--- config.mk ---
export PLATFORM = sky130hd
export DESIGN_NAME = rfw_top
export DESIGN_NICKNAME = d
export VERILOG_FILES = /design/src/hw/rfw_pkg.sv /design/src/hw/rfw_top.sv /design/src/hw/rfw_drop_counter.sv
export VERILOG_INCLUDE_DIRS = /design/src /design/src/hw
export SDC_FILE = /design/constraint.sdc
export NUM_CORES = 1
export LEC_CHECK = 0
export ABC_AREA = 0
export BUFFER_PORTS_ARGS = -buffer_cell sky130_fd_sc_hd__buf_2
export CAP_MARGIN = 20
export CORE_ASPECT_RATIO = 0.9
export CORE_MARGIN = 1.5
export CORE_UTILIZATION = 59
export DETAILED_ROUTE_END_ITERATION = 10
export GPL_ROUTABILITY_DRIVEN = 0
export GPL_TIMING_DRIVEN = 0
export PLACE_DENSITY = 0.8
export SLEW_MARGIN = 15
export SYNTH_ARGS = -nofsm -noshare
export SYNTH_HDL_FRONTEND = slang
export SYNTH_SLANG_ARGS = --single-unit
--- constraint.sdc ---
create_clock -name pclk -period 3.2 [get_ports pclk]
set_input_delay 0.64 -clock pclk [delete_from_list [all_inputs] [get_ports pclk]]
set_output_delay 0.64 -clock pclk [all_outputs]
set_load 0.03 [all_outputs]
--- src/hw/rfw_map.svh ---
// register offsets, field positions and reset values for the rx fifo watermark/drop block
`ifndef RFW_MAP_SVH
`define RFW_MAP_SVH

// printed register indices (not all multiples of four: byte address = index * 4)
`define RFW_IDX_LOW_THR_P3    12'h58D
`define RFW_IDX_DROP_P0       12'h594
`define RFW_IDX_DROP_P1       12'h595
`define RFW_IDX_DROP_P2       12'h596
`define RFW_IDX_DROP_P3       12'h597
`define RFW_IDX_SOFT_RST      12'h59E
`define RFW_IDX_OVFL_EVT      12'h5A0

// address width of the apb byte address
`define RFW_ADDR_W            14
`define RFW_IDX_W             12

// field layout
`define RFW_THR_W             12
`define RFW_THR_RESET         12'h072
`define RFW_NPORTS            4
`define RFW_CNT_W             32
`define RFW_FILL_W            16
`define RFW_UNIT_SHIFT        3

`endif

--- src/hw/rfw_pkg.sv ---
// types shared by the rx fifo watermark/drop block
package rfw_pkg;
    typedef logic [11:0] rfw_thr_t;
    typedef logic [31:0] rfw_word_t;
    typedef logic [3:0]  rfw_port_vec_t;
endpackage

--- src/hw/rfw_top.sv ---
// rx fifo low watermark, overflow drop counters, soft reset and overflow events
//
// Behaviour
// low threshold counts 8-byte units, reset 0x072
// fill below threshold releases port 3 flow control
// software keeps low threshold below high threshold
// threshold in bits 11:0, upper bits read zero
// per-port 32-bit counters of full/reset drops
// drop counters clear when read
// soft reset bit n serves port n
// write 1 holds reset, 0 releases; reset 0
// overflow sets per-port event bit, clear on read
// one port's soft reset leaves others alone
`timescale 1ns/1ns
`include "rfw_map.svh"
module rfw_top (
    // clock and reset
    input  wire logic                     pclk,
    input  wire logic                     presetn,
    // apb slave
    input  wire logic                     psel,
    input  wire logic                     penable,
    input  wire logic                     pwrite,
    input  wire logic [`RFW_ADDR_W-1:0]   paddr,
    input  wire logic [31:0]              pwdata,
    output logic [31:0]                   prdata,
    output logic                          pready,
    output logic                          pslverr,
    // receive fifo side, start and full one bit per port, fill and request for port 3 only
    input  wire logic [3:0]               frame_start,
    input  wire logic [3:0]               fifo_full,
    input  wire logic [`RFW_FILL_W-1:0]   fill_bytes_p3,
    input  wire logic                     flow_ctrl_assert_p3,
    // control outputs
    output logic [3:0]                    fifo_soft_reset,
    output logic                          flow_ctrl_active_p3
);
    // apb access decode
    logic                  acc;
    logic                  wr;
    logic                  rd;
    logic [`RFW_IDX_W-1:0] idx;
    logic                  aligned;
    logic                  hit_thr;
    logic                  hit_rst;
    logic                  hit_evt;
    logic [3:0]            hit_cnt;
    logic                  mapped;

    // word index is byte address over four; low bits must be zero
    always_comb begin
        acc     = psel && penable;
        idx     = paddr[`RFW_ADDR_W-1:2];
        aligned = (paddr[1:0] == 2'h0);
        hit_thr = aligned && (idx == `RFW_IDX_LOW_THR_P3);
        hit_rst = aligned && (idx == `RFW_IDX_SOFT_RST);
        hit_evt = aligned && (idx == `RFW_IDX_OVFL_EVT);
        hit_cnt[0] = aligned && (idx == `RFW_IDX_DROP_P0);
        hit_cnt[1] = aligned && (idx == `RFW_IDX_DROP_P1);
        hit_cnt[2] = aligned && (idx == `RFW_IDX_DROP_P2);
        hit_cnt[3] = aligned && (idx == `RFW_IDX_DROP_P3);
        mapped  = hit_thr || hit_rst || hit_evt || (|hit_cnt);
        wr      = acc && pwrite;
        rd      = acc && !pwrite;
    end

    // zero wait states; unmapped addresses answer with an error
    assign pready  = 1'b1;
    assign pslverr = acc && !mapped;

    // control registers
    rfw_pkg::rfw_thr_t      thr_q;
    rfw_pkg::rfw_thr_t      thr_d;
    rfw_pkg::rfw_port_vec_t srst_q;
    rfw_pkg::rfw_port_vec_t srst_d;

    // only the low field is writable; upper bits are dropped
    always_comb begin
        thr_d  = thr_q;
        srst_d = srst_q;
        if (wr && hit_thr) begin
            thr_d = pwdata[`RFW_THR_W-1:0];
        end
        if (wr && hit_rst) begin
            srst_d = pwdata[`RFW_NPORTS-1:0];
        end
    end

    always_ff @(posedge pclk or negedge presetn) begin
        if (!presetn) begin
            thr_q  <= `RFW_THR_RESET;
            srst_q <= 4'h0;
        end else begin
            thr_q  <= thr_d;
            srst_q <= srst_d;
        end
    end

    // each port's reset line comes from its own bit only
    assign fifo_soft_reset = srst_q;

    // flow control for port 3, threshold scaled to bytes
    logic [`RFW_FILL_W-1:0] thr_bytes;
    logic                   below_low;
    logic                   fc_q;
    logic                   fc_d;

    // hysteresis: the high-side request sets it, dropping below low clears
    always_comb begin
        thr_bytes = {1'b0, thr_q, 3'h0};
        below_low = (fill_bytes_p3 < thr_bytes);
        fc_d      = fc_q;
        if (srst_q[3] || below_low) begin
            fc_d = 1'b0;
        end else if (flow_ctrl_assert_p3) begin
            fc_d = 1'b1;
        end
    end

    always_ff @(posedge pclk or negedge presetn) begin
        if (!presetn) begin
            fc_q <= 1'b0;
        end else begin
            fc_q <= fc_d;
        end
    end

    assign flow_ctrl_active_p3 = fc_q;

    // a frame starting into a full or reset fifo is lost
    logic [3:0]  drop_evt;
    logic [3:0]  ovfl_evt;
    logic [31:0] cnt [4];

    always_comb begin
        ovfl_evt = frame_start & fifo_full & ~srst_q;
        drop_evt = frame_start & (fifo_full | srst_q);
    end

    // counters are one small module per port
    for (genvar p = 0; p < `RFW_NPORTS; p++) begin : g_cnt
        rfw_drop_counter u_cnt (
            .pclk    (pclk),
            .presetn (presetn),
            .drop_evt(drop_evt[p]),
            .rd_clr  (rd && hit_cnt[p]),
            .count_q (cnt[p])
        );
    end

    // overflow event status, set wins over the read clear
    rfw_pkg::rfw_port_vec_t evt_q;
    rfw_pkg::rfw_port_vec_t evt_d;

    always_comb begin
        evt_d = evt_q;
        if (rd && hit_evt) begin
            evt_d = 4'h0;
        end
        evt_d = evt_d | ovfl_evt;
    end

    always_ff @(posedge pclk or negedge presetn) begin
        if (!presetn) begin
            evt_q <= 4'h0;
        end else begin
            evt_q <= evt_d;
        end
    end

    // read mux, reserved bits zero
    logic [31:0] rdata_d;
    logic [31:0] rdata_q;

    always_comb begin
        rdata_d = rdata_q;
        if (psel && !penable && !pwrite) begin
            rdata_d = 32'h00000000;
            if (hit_thr) rdata_d = {20'h00000, thr_q};
            if (hit_rst) rdata_d = {28'h0000000, srst_q};
            if (hit_evt) rdata_d = {28'h0000000, evt_q};
            for (int i = 0; i < `RFW_NPORTS; i++) begin
                if (hit_cnt[i]) rdata_d = cnt[i];
            end
        end
    end

    // captured in setup; clears happen in the access cycle, so a drop
    // landing in the setup cycle misses the read data and is then cleared, so it is lost
    always_ff @(posedge pclk or negedge presetn) begin
        if (!presetn) begin
            rdata_q <= 32'h00000000;
        end else begin
            rdata_q <= rdata_d;
        end
    end

    assign prdata = rdata_q;
endmodule

--- src/hw/rfw_drop_counter.sv ---
// one per-port clear-on-read drop counter
`timescale 1ns/1ns
module rfw_drop_counter (
    // clock and reset
    input  wire logic        pclk,
    input  wire logic        presetn,
    // events and control
    input  wire logic        drop_evt,
    input  wire logic        rd_clr,
    // count out
    output logic [31:0]      count_q
);
    logic [31:0] count_d;

    // a drop in the read cycle survives as count 1, so that drop is not lost
    always_comb begin
        count_d = count_q;
        if (rd_clr) begin
            count_d = drop_evt ? 32'h00000001 : 32'h00000000;
        end else if (drop_evt && count_q != 32'hFFFFFFFF) begin
            count_d = count_q + 32'h00000001;
        end
    end

    always_ff @(posedge pclk or negedge presetn) begin
        if (!presetn) begin
            count_q <= 32'h00000000;
        end else begin
            count_q <= count_d;
        end
    end
endmodule

* Word-level counts from Yosys, hierarchy flattened
Index checks and enable logic that the tools add are counted.
Operators by class: add/subtract/negate cells 4, magnitude comparators 1, equal/unequal tests 11, mux-type cells 22, bitwise operators 6, reduce and logical (&&, ||, !) cells 38
Operators by type and width (count):
- 32-bit two-way mux | 14
- 32-bit by 1-bit adder with 32-bit output (second input constant) | 4
- 32-bit inequality test (second input constant) | 4
- 12-bit by 11-bit equality test with 1-bit output (second input constant) | 7
- 1-bit logical AND | 24
- 16-bit by 15-bit less-than comparator with 1-bit output | 1
- 4-bit bitwise AND | 3
- 12-bit two-way mux | 1
- 2-bit nonzero test | 5
- 4-bit OR | 2
- 1-bit two-way mux | 6
- 1-bit logical OR | 4
- 4-bit two-way mux | 1
- 4-bit NOT | 1
- 4-bit OR reduction | 1
- 1-bit zero test | 3
- 2-bit zero test | 1
Storage, ports and cells: flip-flop bits (word level) 181, input port bits 76, output and inout port bits 39, logic and storage cells 91

* Depth between registers and ports, before layout
word-level depth 9, mapped depth 8, depth with buffers taken out 8

* Hierarchy
A second synthesis with hierarchy kept.
Unflattened totals: cell total of the unflattened synthesis 1153, area, all modules 10686.5 µm²
By module, submodules not included:
- rfw_drop_counter | times used 4, cells each 195, area each 1747.9 µm², sequential area each 800.8 µm²
- rfw_top | times used 1, cells each 373, area each 3694.8 µm², sequential area each 1331.3 µm²

* Least setup slack after synthesis
Ideal clock, no wire load.
path kind in2out, start point input paddr[1], end point output pslverr, arrival time 2.208 ns, required time 2.560 ns, path slack 0.352 ns, stages on the path 6, path buffers 2, cell sequence or4b_1 > buf_2 > or3_1 > nor3_2 > buf_2 > nor3_1
Between the ends: longest elaborated chain between the ends 7, elaborated cells between the ends (all ways) 14, classes of those cells 14 x reduce/logical
RTL lines:
- start, declared | line rfw_top.sv:24 | input wire logic [`RFW_ADDR_W-1:0] paddr,
- 2-bit zero test * | line rfw_top.sv:54 | aligned = (paddr[1:0] == 2'h0);
- 1-bit logical AND, on equally long branches | line rfw_top.sv:55, rfw_top.sv:56
- 1-bit logical OR (2 in series) | line rfw_top.sv:62 | mapped = hit_thr || hit_rst || hit_evt || (|hit_cnt);
- 1-bit logical OR * | line rfw_top.sv:62
- 1-bit zero test * | line rfw_top.sv:69 | assign pslverr = acc && !mapped;
- 1-bit logical AND * | line rfw_top.sv:69
- end, declared | line rfw_top.sv:28 | output logic pslverr,
Mark *: on every way between the ends. The rest lies on a longest branch, timed or not.

* Worst setup path in the final report
Same ends and word-level chain as after synthesis.

==> impl_metrics.csv <==
group,metric,value,unit
clock_tree,clk_pin_slew,70,ps
power,pwr_density_cell,462,nW/um^2
final_layout,multi_input_area,5440,sq um
clock_tree,cts-root-buf,"clkbuf_16",
timing,drv_slew,0,
logic_synthesis,syn_area,10300,sq um
logic_synthesis,syn_inst,1135,
routing,post_drt_wl_per_cell,19.2,um
setup_path,worst-path-max-fanout,10,
floorplan,coreArea,16900,sq um
clock_tree,clock_sinks,181,
global_route,grtUsageTotal,0.326,
power,power,5.42,mW
logic_synthesis,synthDistinctLibCells,65,
routing,dr_total_vias,9453,
final_layout,final_cell_mix,"177 x dfrtp_1, 156 x nor2_1, 107 x nand2_1, 102 x buf_2, 62 x xnor2_1",
setup_path,endpoint_kind,"output port",
power,peakVddDrop,336,uV
final_layout,n_antenna_cell,0,
placed_design,numPortBuffers,88,
routing,viasPerCell,6.34,
final_layout,area_growth,14.0,%
job,maxCapViolations,0,
global_route,first_global_vias,8962,
logic_synthesis,synth_seq_cells,181,
placed_design,placed_cells,1459,
floorplan,std_cell_rows,45,
clock_tree,hold_buffers,0,
min_path,hp-class,"in -> async",
logic_synthesis,synth_enable_flop_cells,0,
setup_path,reg2reg_depth,6,
timing,skew,11.1,ps
final_layout,layout-drive-gt1-share,0.145,
clock_tree,cts_buffers,17,
placed_design,hpwlAfterDp,21100,um
logic_synthesis,yosys_most_used_dff,"dfrtp_1",
timing,hold_viol_final,0,
setup_path,path_class,"in -> out",
logic_synthesis,synth_fp_nets,1226,
floorplan,fp.dieH,128,um
clock_tree,cts_buffer_depth,2,
setup_path,cp-start-kind,"input pin",
timing,fin_hold_ws,233,ps
logic_synthesis,ys_seq_area_frac,0.441,
timing,finalCritPeriodShare,0.976,
logic_synthesis,synth_top_area_frac,0.430,
final_layout,seqCellArea,4530,sq um
setup_path,r2r_start,"g_cnt[0].u_cnt.count_q[21]$_DFFE_PN0P_",
timing,fin_tns_setup,0,ps
final_layout,finalNonFillerCells,1491,
timing,rsz0062_at_grt,"no",
routing,dr.pass1.iters,7,
routing,drtIter0Drc,945,
setup_path,cp_data_arrival_time,2480,ps
final_layout,nFillCells,1291,
floorplan,dieWidth,142,um
timing,setup_viol_count_final,0,
global_route,grt_overflow,0,
timing,period_needed,3120,ps
global_route,antenna_found_initial,0,
global_route,grt_first_pass_wirelength,46100,um
routing,ant_nets,0,
clock_tree,htreeDepth,4,
power,power.leakage,5.10,nW
floorplan,io_pins,115,
logic_synthesis,syn_avg_cell_area,9.07,sq um
setup_path,r2r_slack,370,ps
floorplan,die-area,18200,sq um
floorplan,initial_utilization,0.607,
logic_synthesis,yosysWarnings,0,
setup_path,required,2560,ps
clock_tree,clk-insertion-delay-late,440,ps
final_layout,nets,1334,
timing,worstMarginPinSlew,872,ps
outcome,status,"finished clean",
clock_tree,cts_tree,"yes",
routing,route.detailed.drc,0,
routing,totalWireLength,28600,um
timing,relSlewSlack,0.413,
logic_synthesis,synth.area.top_cells,"dfrtp_1 43%, nor2_1 5.7%, xnor2_1 5.3%",
logic_synthesis,async_flop_share,1.00,
clock_tree,cts_setup_buffers,0,
setup_path,rr_endpoint,"g_cnt[0].u_cnt.count_q[2]$_DFFE_PN0P_",
logic_synthesis,synth_area_leader_cell,"dfrtp_1",
timing,fmax,320,MHz
final_layout,final_common_cell,"dfrtp_1",
global_route,grt_max_degree,96,
cell families after synthesis:
kind of cell             Yosys count  synth area share
AND/OR/NAND/NOR                  521             0.258
flip-flops                       181             0.441
multiplexers                      43            0.0458
other                              1          0.000364
AO/OA/AOI/OAI                    191             0.119
adder cells (fa/ha/maj)           15            0.0182
buffers and inverters             83            0.0326
XOR/XNOR                         100            0.0851
routing by layer:
layer  global-route usage  share of wire  wire, um  vias to the layer above
li1                     -              -         -                     4316
met5                    0              0         0                        -
met4                0.139          0.040      1160                        0
met1                0.455           0.43     12300                     4582
met2                0.494           0.44     12600                      469
met3               0.0695          0.087      2500                       86
timing repair:
action	in CTS	in global routing
gates resized for setup	1	3
gates cloned	0	0
pin swaps	0	0
setup endpoints to repair	1	1
how the worst max path moves through the flow:
stage,from,end,slack (ps),cells after the start
floorplan,paddr[1],pslverr,350,6
global placement,presetn,thr_q[7]$_DFFE_PN0P_,-1410,1
detailed placement,paddr[1],pslverr,-10,8
CTS,paddr[1],pslverr,40,8
global route,paddr[1],pslverr,10,8
finish,paddr[1],pslverr,80,8
cell usage after synthesis, types with 12 or more instances:
| library cell | n |
|---|---|
| and3_1 | 22 |
| inv_1 | 28 |
| nand4_1 | 44 |
| ha_1 | 15 |
| o21ai_0 | 47 |
| mux2_2 | 23 |
| dfrtp_1 | 177 |
| nand2_1 | 107 |
| nor3_1 | 29 |
| o41ai_1 | 20 |
| nor4_1 | 18 |
| or3_1 | 25 |
| clkbuf_1 | 35 |
| a21oi_1 | 43 |
| buf_2 | 16 |
| xor2_1 | 38 |
| nor2_1 | 156 |
| o22ai_1 | 28 |
| mux2i_1 | 19 |
| and4_1 | 12 |
| nand3_1 | 50 |
| xnor2_1 | 62 |
final cells by class:
cell class              count  share of cell area
flip-flops and latches    181               0.387
well taps                 235              0.0251
clock buffers              19              0.0386
multi-input cells         871               0.463
repair buffers             89              0.0408
plain buffers              55              0.0202
clock inverters            13              0.0164
inverters                  28             0.00896
registers in the layout, indices dropped and copies added, names as in the netlist:
name and count:
evt_q 4, fifo_soft_reset 4, flow_ctrl_active_p3 1, prdata 32, thr_q 12, g_cnt.u_cnt.count_q 128
worst max-delay path, stage by stage:
cell,delay (ps)
buf_2,90
or4b_1,500
buf_2,180
or3_1,380
nor3_4,250
buf_6,180
nor3_1,70
buf_2,180
through the flow:
step | worst slack [ps] | util | cell area (sq um)
finish | 76.2 | 0.692 | 11700
global route | 9.66 | 0.692 | 11700
CTS | 40.3 | 0.691 | 11700
detailed placement | -10.8 | 0.653 | 11100
global placement | -1410 | 0.650 | 11000
floorplan | 352 | - | 10300
power breakdown:
group / internal (mW) / switching (mW) / total, mW
clock network: 1.36 / 0.946 / 2.31
logic: 0.202 / 0.320 / 0.522
registers: 2.41 / 0.183 / 2.59
total: 3.97 / 1.45 / 5.42
Note: power is estimated with default switching activity, not from simulation.
